==> src/inc/tcr_pkg.sv <==
// Behaviour
// - Resolution 9, 10, 11 or 12 bits, chosen by the configuration byte.
// - Resolution is 12 bits after power-up unless a stored configuration loads.
// - Idle after reset; a conversion starts only on command code 44h.
// - At conversion end the result register is written, then back to idle.
// - Read slots answer 0 while converting and 1 once done.
// - Result is 16-bit sign-extended two's complement, bits 15..11 sign.
// - Sign bits all 0 for positive and all 1 for negative results.
// - Below 12 bits the low result bits carry no data.
// - Result register resets to 0550h, plus 85 degrees.
// - A 12-bit conversion completes within 750 ms of the start command.
// - Alarm limits and configuration are kept in nonvolatile storage.
// - Scratchpad gives access to both alarm limits and the configuration byte.
// - Temperature is reported in Celsius only.
// - Each device holds a unique 64-bit identification code.
// - After each conversion bits 11..4 are compared with both alarm limits.
// - Result low byte is scratchpad byte 0, high byte byte 1, read-only.
package tcr_pkg;
	// ****************************************
	// Commands and scratchpad map
	// ****************************************
	localparam logic [7:0] CMD_CONVERT = 8'h44;
	localparam logic [3:0] SP_TEMP_LO = 4'h0;
	localparam logic [3:0] SP_TEMP_HI = 4'h1;
	localparam logic [3:0] SP_ALARM_HI = 4'h2;
	localparam logic [3:0] SP_ALARM_LO = 4'h3;
	localparam logic [3:0] SP_CONFIG = 4'h4;
	localparam logic [3:0] SP_RSVD_FIRST = 4'h5;
	localparam logic [3:0] SP_RSVD_LAST = 4'h7;
	localparam logic [3:0] SP_CHECK = 4'h8;
	localparam logic [7:0] SP_RSVD_VALUE = 8'hff;
	localparam logic [7:0] SP_CHECK_VALUE = 8'h00;
	localparam logic [7:0] SP_UNMAPPED_VALUE = 8'h00;

	// ****************************************
	// Field layout and reset values
	// ****************************************
	localparam int CFG_RES_LSB = 5;
	localparam logic [1:0] RES_9 = 2'h0;
	localparam logic [1:0] RES_12 = 2'h3;
	localparam logic [15:0] TEMP_RESET = 16'h0550;
	localparam logic [7:0] CONFIG_RESET = 8'h7f;
	localparam logic [7:0] ALARM_HI_RESET = 8'h7f;
	localparam logic [7:0] ALARM_LO_RESET = 8'h80;
	localparam int SIGN_BIT = 11;
	localparam int CMP_LSB = 4;

	// ****************************************
	// Timing
	// ****************************************
	localparam int CLK_KHZ = 50000;
	localparam int CONV_TIME_MS = 750;
	localparam int CONV_CYCLES_12 = CONV_TIME_MS * CLK_KHZ;
	localparam int CNT_W = 26;

	// ****************************************
	// Types
	// ****************************************
	typedef struct packed {
		logic [7:0] alarm_hi;
		logic [7:0] alarm_lo;
		logic [7:0] config_byte;
	} tcr_nv_t;

	typedef struct packed {
		logic [3:0] addr;
		logic [7:0] data;
	} tcr_sp_wr_t;

	typedef enum logic [0:0] {
		ST_IDLE,
		ST_CONV
	} tcr_state_t;
endpackage : tcr_pkg

==> src/verilog/tcr_top.sv <==
`timescale 1ns/100ps
`default_nettype none
module tcr_top #(
	parameter int CONV_CYCLES = tcr_pkg::CONV_CYCLES_12,
	parameter logic [63:0] ID_CODE = 64'h0123_4567_89ab_cd01 // Arbitrary value
) (
	// Clock and reset
	input wire logic CLK_I,
	input wire logic ARST_N_I,
	// Command strobe from the bus layer
	input wire logic CMD_VALID_I,
	input wire logic [7:0] CMD_CODE_I,
	// Completion polling
	input wire logic RD_SLOT_I,
	output logic RD_VALID_O,
	output logic RD_BIT_O,
	// Scratchpad access
	input wire logic SP_RD_I,
	input wire logic [3:0] SP_RD_ADDR_I,
	output logic SP_RD_VALID_O,
	output logic [7:0] SP_RD_DATA_O,
	input wire logic SP_WR_I,
	input wire tcr_pkg::tcr_sp_wr_t SP_WR_DATA_I,
	// Nonvolatile store
	input wire logic NV_VALID_I,
	input wire tcr_pkg::tcr_nv_t NV_IMAGE_I,
	input wire logic NV_STORE_I,
	output logic NV_WR_O,
	output tcr_pkg::tcr_nv_t NV_WR_DATA_O,
	// Sensor front end
	input wire logic [11:0] SENSE_I,
	// Status
	input wire logic SUPPLY_PIN_I,
	output logic EXT_POWERED_O,
	output logic CONV_BUSY_O,
	output logic ALARM_O,
	output logic [15:0] TEMP_RESULT_O,
	output logic [63:0] ID_CODE_O
);
	import tcr_pkg::*;

	// ****************************************
	// Helpers
	// ****************************************
	function automatic logic [CNT_W-1:0] conv_limit(input logic [1:0] res);
		logic [CNT_W-1:0] full;
		full = CNT_W'(CONV_CYCLES);
		// Each step down in resolution halves the conversion time
		conv_limit = full >> (RES_12 - res);
	endfunction : conv_limit

	function automatic logic [15:0] fmt_result(input logic [11:0] raw, input logic [1:0] res);
		logic [11:0] kept;
		logic [11:0] mask;
		mask = 12'hfff << (RES_12 - res);
		// Unused low bits are forced to zero so reads stay deterministic
		kept = raw & mask;
		fmt_result = {{4{kept[SIGN_BIT]}}, kept};
	endfunction : fmt_result

	function automatic logic s_gt(input logic [7:0] a, input logic [7:0] b);
		s_gt = $signed(a) > $signed(b);
	endfunction : s_gt

	// ****************************************
	// Supply sense synchroniser
	// ****************************************
	logic sup_meta_reg, sup_meta_next;
	logic sup_sync_reg, sup_sync_next;
	logic ext_pwr_reg, ext_pwr_next;

	always_comb begin
		sup_meta_next = SUPPLY_PIN_I;
		sup_sync_next = sup_meta_reg;
		ext_pwr_next = sup_sync_reg;
	end

	always_ff @(posedge CLK_I or negedge ARST_N_I) begin
		if (!ARST_N_I) begin
			sup_meta_reg <= 1'b0;
			sup_sync_reg <= 1'b0;
			ext_pwr_reg <= 1'b0;
		end else begin
			sup_meta_reg <= sup_meta_next;
			sup_sync_reg <= sup_sync_next;
			ext_pwr_reg <= ext_pwr_next;
		end
	end

	// ****************************************
	// Settings and nonvolatile image
	// ****************************************
	logic loaded_reg, loaded_next;
	tcr_nv_t set_reg, set_next;
	logic nv_wr_reg, nv_wr_next;
	tcr_nv_t nv_data_reg, nv_data_next;

	always_comb begin
		loaded_next = 1'b1;
		set_next = set_reg;
		nv_wr_next = NV_STORE_I;
		nv_data_next = NV_STORE_I ? set_reg : nv_data_reg;
		// Stored image loads once, in the first cycle after reset release
		if (!loaded_reg) begin
			if (NV_VALID_I) begin
				set_next = NV_IMAGE_I;
			end
		end else if (SP_WR_I) begin
			unique case (SP_WR_DATA_I.addr)
				SP_ALARM_HI: set_next.alarm_hi = SP_WR_DATA_I.data;
				SP_ALARM_LO: set_next.alarm_lo = SP_WR_DATA_I.data;
				SP_CONFIG: set_next.config_byte = SP_WR_DATA_I.data;
				default: set_next = set_reg;
			endcase
		end
	end

	always_ff @(posedge CLK_I or negedge ARST_N_I) begin
		if (!ARST_N_I) begin
			loaded_reg <= 1'b0;
			set_reg <= '{alarm_hi: ALARM_HI_RESET, alarm_lo: ALARM_LO_RESET,
				config_byte: CONFIG_RESET};
			nv_wr_reg <= 1'b0;
			nv_data_reg <= '0;
		end else begin
			loaded_reg <= loaded_next;
			set_reg <= set_next;
			nv_wr_reg <= nv_wr_next;
			nv_data_reg <= nv_data_next;
		end
	end

	// ****************************************
	// Conversion control
	// ****************************************
	tcr_state_t state_reg, state_next;
	logic [CNT_W-1:0] cnt_reg, cnt_next;
	logic [CNT_W-1:0] lim_reg, lim_next;
	logic [1:0] res_reg, res_next;
	logic [15:0] temp_reg, temp_next;
	logic alarm_reg, alarm_next;
	logic [15:0] result;
	logic [1:0] res_now;

	always_comb begin
		res_now = set_reg.config_byte[CFG_RES_LSB +: 2];
		result = fmt_result(SENSE_I, res_reg);
		state_next = state_reg;
		cnt_next = cnt_reg;
		lim_next = lim_reg;
		res_next = res_reg;
		temp_next = temp_reg;
		alarm_next = alarm_reg;
		unique case (state_reg)
			ST_IDLE: begin
				// A start during a conversion is ignored; the first one runs on
				if (CMD_VALID_I && CMD_CODE_I == CMD_CONVERT) begin
					state_next = ST_CONV;
					cnt_next = '0;
					res_next = res_now;
					lim_next = conv_limit(res_now);
				end
			end
			ST_CONV: begin
				cnt_next = cnt_reg + CNT_W'(1);
				if (cnt_reg >= lim_reg - CNT_W'(1)) begin
					// Whole word in one edge, so no half-old read is possible
					temp_next = result;
					alarm_next = s_gt(result[SIGN_BIT:CMP_LSB], set_reg.alarm_hi)
						|| s_gt(set_reg.alarm_lo, result[SIGN_BIT:CMP_LSB]);
					state_next = ST_IDLE;
				end
			end
		endcase
	end

	always_ff @(posedge CLK_I or negedge ARST_N_I) begin
		if (!ARST_N_I) begin
			state_reg <= ST_IDLE;
			cnt_reg <= '0;
			lim_reg <= '0;
			res_reg <= RES_12;
			temp_reg <= TEMP_RESET;
			alarm_reg <= 1'b0;
		end else begin
			state_reg <= state_next;
			cnt_reg <= cnt_next;
			lim_reg <= lim_next;
			res_reg <= res_next;
			temp_reg <= temp_next;
			alarm_reg <= alarm_next;
		end
	end

	// ****************************************
	// Read slots and scratchpad reads
	// ****************************************
	logic rd_valid_reg, rd_valid_next;
	logic rd_bit_reg, rd_bit_next;
	logic sp_valid_reg, sp_valid_next;
	logic [7:0] sp_data_reg, sp_data_next;
	logic [63:0] id_reg;

	always_comb begin
		rd_valid_next = RD_SLOT_I;
		rd_bit_next = RD_SLOT_I ? (state_reg == ST_IDLE) : rd_bit_reg;
		sp_valid_next = SP_RD_I;
		sp_data_next = sp_data_reg;
		if (SP_RD_I) begin
			if (SP_RD_ADDR_I == SP_TEMP_LO) begin
				sp_data_next = temp_reg[7:0];
			end else if (SP_RD_ADDR_I == SP_TEMP_HI) begin
				sp_data_next = temp_reg[15:8];
			end else if (SP_RD_ADDR_I == SP_ALARM_HI) begin
				sp_data_next = set_reg.alarm_hi;
			end else if (SP_RD_ADDR_I == SP_ALARM_LO) begin
				sp_data_next = set_reg.alarm_lo;
			end else if (SP_RD_ADDR_I == SP_CONFIG) begin
				sp_data_next = set_reg.config_byte;
			end else if (SP_RD_ADDR_I >= SP_RSVD_FIRST && SP_RD_ADDR_I <= SP_RSVD_LAST) begin
				sp_data_next = SP_RSVD_VALUE;
			end else if (SP_RD_ADDR_I == SP_CHECK) begin
				sp_data_next = SP_CHECK_VALUE;
			end else begin
				sp_data_next = SP_UNMAPPED_VALUE;
			end
		end
	end

	always_ff @(posedge CLK_I or negedge ARST_N_I) begin
		if (!ARST_N_I) begin
			rd_valid_reg <= 1'b0;
			rd_bit_reg <= 1'b1;
			sp_valid_reg <= 1'b0;
			sp_data_reg <= '0;
			id_reg <= '0;
		end else begin
			rd_valid_reg <= rd_valid_next;
			rd_bit_reg <= rd_bit_next;
			sp_valid_reg <= sp_valid_next;
			sp_data_reg <= sp_data_next;
			id_reg <= ID_CODE;
		end
	end

	// ****************************************
	// Outputs
	// ****************************************
	assign RD_VALID_O = rd_valid_reg;
	assign RD_BIT_O = rd_bit_reg;
	assign SP_RD_VALID_O = sp_valid_reg;
	assign SP_RD_DATA_O = sp_data_reg;
	assign NV_WR_O = nv_wr_reg;
	assign NV_WR_DATA_O = nv_data_reg;
	assign EXT_POWERED_O = ext_pwr_reg;
	assign CONV_BUSY_O = (state_reg == ST_CONV);
	assign ALARM_O = alarm_reg;
	assign TEMP_RESULT_O = temp_reg;
	assign ID_CODE_O = id_reg;
endmodule : tcr_top
`default_nettype wire

==> config.mk <==
export PLATFORM = sky130hd
export DESIGN_NAME = tcr_top
export DESIGN_NICKNAME = d
export VERILOG_FILES = /design/src/inc/tcr_pkg.sv /design/src/verilog/tcr_top.sv
export SDC_FILE = /design/constraint.sdc
export NUM_CORES = 1
export LEC_CHECK = 0
export ABC_AREA = 1
export BUFFER_PORTS_ARGS = -buffer_cell sky130_fd_sc_hd__buf_2
export CAP_MARGIN = 20
export CORE_ASPECT_RATIO = 1.75
export CORE_UTILIZATION = 30
export DETAILED_ROUTE_END_ITERATION = 6
export HOLD_SLACK_MARGIN = 0.08
export PLACE_DENSITY_LB_ADDON = 0.08
export REMOVE_ABC_BUFFERS = 1
export SYNTH_ARGS = -nofsm -noshare
export SYNTH_HDL_FRONTEND = slang
export SYNTH_SLANG_ARGS = --single-unit
==> constraint.sdc <==
create_clock -name CLK_I -period 4.79 [get_ports CLK_I]
set_clock_uncertainty 0.2 [all_clocks]
set_input_delay 0 -clock CLK_I [delete_from_list [all_inputs] [get_ports CLK_I]]
set_output_delay 0 -clock CLK_I [all_outputs]
set_load 0.05 [all_outputs]
* Word level (Yosys, flattened, before mapping)
Index checks and enable logic that the tools add are counted.
** Storage, ports and cells
- Bits in registers :: 133
- Output and inout port bits :: 119
- Logic and storage cells :: 75
** Cells by class
- Equality and inequality tests :: 13
- Bitwise operators :: 2
- Muxes and demuxes :: 17
- Reduce and logical (&&, ||, !) cells :: 10
- Add/subtract/negate cells :: 4
- Shift operators :: 2
- $lt $le $gt $ge :: 5
** Operator list (count)
- $mux W24 :: 3
- $mux W8 :: 9
- $pmux W26 S2 :: 1
- $add A26 B1 Y26 const B :: 1
- $ge A26 B26 Y1 :: 1
- $mux W26 :: 1
- $shr A26 B2 Y26 const A :: 1
- $sub A26 B1 Y26 const B :: 1
- $eq A4 B2 Y1 const B :: 4
- $gt A8 B8 Y1 :: 2
- $and A12 B12 Y12 :: 1
- $shl A12 B2 Y12 const A :: 1
- $reduce_and A3 Y1 :: 3
- $eq A4 B3 Y1 const B :: 2
- $eq A8 B7 Y1 const B :: 1
- $ne A2 B1 Y1 const B :: 3
- $eq A4 B1 Y1 const B :: 1
- $ge A4 B3 Y1 const B :: 1
- $le A4 B3 Y1 const B :: 1
- $logic_not A4 Y1 :: 1
- $ne A2 B2 Y1 const B :: 2
- $reduce_and A2 Y1 :: 2
- $sub A2 B2 Y2 const A :: 2
- $logic_and A1 B1 Y1 :: 2
- 5 further kinds :: 6

* Depth between registers and ports, before layout
- Depth in word-level cells :: 8
- Gate-level depth with buffers :: 22
- Depth with buffers taken out :: 21

* Worst setup path before layout
Ideal clock, no wire load.
- Path type :: reg-to-reg
- From :: register lim_reg[22]
- To :: register temp_reg[1], in the netlist TEMP_RESULT_O[1]
- Stages on the path, launching flop included :: 22
- Data arrival time :: 2.579 ns
- Period minus slack after synthesis :: 2.898 ns
- Slack :: 1.892 ns
- Setup time :: 0.119 ns
- Path through :: dfrtp_1 -> inv_1 -> ha_1 -> nand2_2 -> nor2_4 -> nand2_2 -> nor2_2 -> nand3_2 -> nor2_2 -> xor2_1 -> inv_1 -> ha_1 -> nand2_1 -> nor2_1 -> nand2_1 -> nor2_1 -> nand2_1 -> nand3_2 -> nand2_1 -> buf_6 -> nand2_1 -> nand2_1
** On the way
- Cells in the longest elaborated chain, start to end :: 3
** Ends and longest elaborated chain
- start: declaration :: RTL line tcr_top.sv:138 : logic [CNT_W-1:0] lim_reg, lim_next;
- start signal: assignment :: RTL line tcr_top.sv:188 : lim_reg <= lim_next;
- $sub A26 B1 Y26 :: RTL line tcr_top.sv:166 : if (cnt_reg >= lim_reg - CNT_W'(1)) begin
- $ge A26 B26 Y1 :: RTL line tcr_top.sv:166
- $reduce_and A2 Y1 (no source line)
- end signal: assignment :: RTL line tcr_top.sv:190 : temp_reg <= temp_next;
- end: declaration :: RTL line tcr_top.sv:140 : logic [15:0] temp_reg, temp_next;
Every way passes these cells.
A chain may end at the register's enable or synchronous reset.

* Worst setup path after layout
- From :: register lim_reg[22]
- To :: register temp_reg[0], in the netlist TEMP_RESULT_O[0]
Same word-level chain as after synthesis.

==> flow_summary_export.csv <==
group,metric,value,unit
outcome,run_status,"completed",
yosys,synth-seq-cells,118,
finish,layout.cells.most_common,"nand2_1",
clocking,cts_hold_buffers,92,
clocking,cts_tree,"yes",
yosys,post-synth-top-area-cell,"dfrtp_1",
power,power-per-cell-area,356,nW/um^2
finish,num-fill-cells,2512,
global_route,via_count_of_the_first_global_routing_pass,6735,
routing,firstDrtPassIters,4,
floorplan,row_count,75,
power,p_leak,4.91,nW
timing,fin_crit,3.56,ns
worst_setup_path,worst_ep_arrival_time,3.74,ns
yosys,synth_sequential_area_ratio,40.7,%
floorplan,die_area,25000,um^2
floorplan,io-pin-count,188,
placement,buffer_ports.inserted,149,
yosys,synth_top_area_share,32.8,%
finish,num-nets-final,1247,
worst_setup_path,delay_of_the_slowest_cell_on_the_worst_path,0.48,ns
routing,detailroute.via_count,6541,
global_route,gr-usage-all-layers,19.2,%
floorplan,initial_utilization,30.6,%
yosys,netlist_top_cells_area,"dfrtp_1 (33%), nand2_1 (10%), ha_1 (8.4%), dfstp_2 (7.9%), buf_4 (7.2%)",
yosys,synth.distinct_cells,48,
clocking,cts.sink_count,118,
routing,drt_iter0_drc,186,
global_route,grt_max_degree,49,
clocking,cts.reportedPaths.clkPinSlew,0.05,ns
placement,post_place_setup_slack,1.18,ns
hold_path,worstHoldEndpoint,"SP_RD_VALID_O",
worst_setup_path,worst_reg2reg_path_startpoint,"lim_reg[22]",
finish,layout.cells.non_filler,1450,
timing,worst_margin_slew,0.740,ns
worst_setup_path,timing.critical_path.cells,"inv_1 -> ha_1 -> nand2_2 -> nor2_4 -> nand2_2 -> nor2_2 -> nand3_2 -> nor2_2 -> xor2_1 -> inv_1 -> ha_1 -> nand4_1 -> nand3_1 -> a21oi_1 -> nand3_2 -> nand2_1 -> nand2_1 -> nand2_1",
clocking,insertion_delay,0.44,ns
timing,post-route-worst-setup-slack,1.23,ns
worst_setup_path,crit_start,"lim_reg[22]",
placement,place.detailed.instances,1322,
timing,finalSetupViolations,0,
clocking,clock_path_buffers,2,
worst_setup_path,r2r_cells,18,
clocking,cts_inserted_buffers,17,
yosys,synth.yosys.warnings,0,
global_route,grt_first_pass_wirelength,35.8,mm
power,max-vdd-ir-drop,0.000215,V
worst_setup_path,timing.critical_path.mode_cell,"nand2_1",
clocking,cts-htree-levels,4,
placement,dpl.hpwl,17.3,mm
yosys,syn_avg_cell_area,8.04,um^2
hold_path,worstHoldStart,"SP_RD_I",
finish,max_ffs_per_register,26,
worst_setup_path,critical-path-top-delay-family,"simple AND/OR/NAND/NOR gates",
timing,hold_viol,0,
routing,final_antenna_net_count,0,
worst_setup_path,worstPathBufferInverterCount,2,
finish,antennaDiodeCount,0,
yosys,syn-cell-area,7320,um^2
timing,grt_setup_unrepaired,"no",
clocking,cts_resized,0,
finish,flow.area_growth_from_synthesis,32.0,%
timing,maximum_clock_frequency,281,MHz
worst_setup_path,cp_max_fo,15,
worst_setup_path,cp-start-kind,"flop",
timing,timing.final.crit_share,74.4,%
worst_setup_path,required,4.97,ns
global_route,antenna_found_initial,0,
hold_path,hold-path-cell-count,2,
yosys,post_synth_inst_count,910,
clocking,cts_setup_buffers,0,
worst_setup_path,regToRegSetupSlack,1.23,ns
finish,postLayoutCoreUtil,40.4,%
timing,slew_headroom,50.7,%
worst_setup_path,slowest_cell_on_crit_path,"nand2_1",
hold_path,holdCritPathClass,"in -> reg",
run,timing.max_cap.violations,0,
finish,mostFrequentLayoutCells,"nand2_1 (194), buf_2 (148), inv_1 (102)",
routing,vias_per_cell,4.51,
placement,globalplace.congestion,0.863,
routing,drc,0,
floorplan,die_height,209,um
worst_setup_path,worstReg2RegEnd,"TEMP_RESULT_O[0]",
global_route,grt_overflow,0,
worst_setup_path,criticalPathCategory,"reg -> reg",
routing,routed_wirelength,22.7,mm
floorplan,die_width,120,um
routing,drt-wirelength-per-cell,15.7,um
finish,post_route_cells_drive_above_1_share,22.4,%
timing,timing_max_transition_violations_final,0,
clocking,clock_tree_root_driver_cell,"clkbuf_16",
worst_setup_path,endpoint_kind_of_the_worst_setup_timing_path,"flop",
floorplan,fp.coreArea,23900,um^2
## worst max path at each step
stage	depth (start not counted)	end
after floorplan	3	set_reg[7]
after global placement	18	TEMP_RESULT_O[0]
after detailed placement	18	TEMP_RESULT_O[0]
after CTS	18	TEMP_RESULT_O[10]
after global routing	18	TEMP_RESULT_O[11]
final	18	TEMP_RESULT_O[0]
## worst register-to-register path, cell delays in order, from the launching register on
cell and delay [ns]:
dfrtp_1 0.44, inv_1 0.18, ha_1 0.30, nand2_2 0.11, nor2_4 0.11, nand2_2 0.09
nor2_2 0.09, nand3_2 0.12, nor2_2 0.12, xor2_1 0.14, inv_1 0.05, ha_1 0.18
nand4_1 0.09, nand3_1 0.06, a21oi_1 0.21, nand3_2 0.34, nand2_1 0.49, nand2_1 0.11
nand2_1 0.07
## synthesized netlist by cell type, drive strengths merged
library cell and instances:
dfrtp 96, nor3 8, a21boi 3, a22o 1
clkinv 1, or2 2, buf 82, nand2 200
xnor2 2, nand3b 4, o21a 4, o2111ai 1
mux2 12, conb 2, a31oi 7, o21ai 52
a21oi 68, nor3b 2, clkbuf 5, nor4 5
nand3 53, o211ai 2, a21o 1, nor2 92
nand4 12, and3 2, inv 107, xor2 8
dfstp 22, a22oi 3, mux2i 1, o21bai 1
ha 49
## kinds of logic (layout without fill, tap and decap cells)
group / Yosys count / count (layout) / synth area share, %
compound gates: 143 / 143 / 10.7
xor+xnor: 10 / 10 / 1.20
fa+ha+maj: 49 / 49 / 8.38
buf+inv: 195 / 390 / 14.0
flops: 118 / 118 / 40.7
mux: 13 / 13 / 1.98
other cells: 2 / 39 / 0.103
simple gates: 380 / 380 / 23.0
## where the power goes
| group | switching, mW | internal, mW | leakage (nW) |
|---|---|---|---|
| Clock | 0.475 | 1.01 | 0.331 |
| Combinational | 0.521 | 0.242 | 3.30 |
| Sequential | 0.0803 | 1.11 | 1.28 |
| Total | 1.08 | 2.36 | 4.91 |
## metal layers
layer  wire length (um)  track usage (%)  share of wire (%)
met1               8020             18.0                 35
met2              12900             37.4                 57
met3                923             4.78                4.1
met4                923             9.53                4.1
met5                  0                0                  0
## through the flow
step                      area [um^2]  TNS (ns)  power (mW)  hold WS (ns)
after floorplan                  6840   -254.43        1.65        -0.496
after global placement           8010         0        1.88       -0.0918
after detailed placement         8010         0        1.88       -0.0968
after CTS                        9620         0        3.49        0.0948
after global routing             9660         0        3.58         0.134
final                            9660         0        3.44         0.113
## final cells by class
| class | instances | area (um^2) | area share (%) |
|---|---|---|---|
| inverters | 108 | 405 | 4.20 |
| multi-input cells | 634 | 3460 | 35.8 |
| repair buffers | 250 | 1760 | 18.2 |
| clock inverters | 9 | 195 | 2.02 |
| clock buffers | 23 | 478 | 4.95 |
| well taps | 308 | 385 | 3.99 |
| flip-flops and latches | 118 | 2980 | 30.8 |
(Power assumes the default switching activity.)
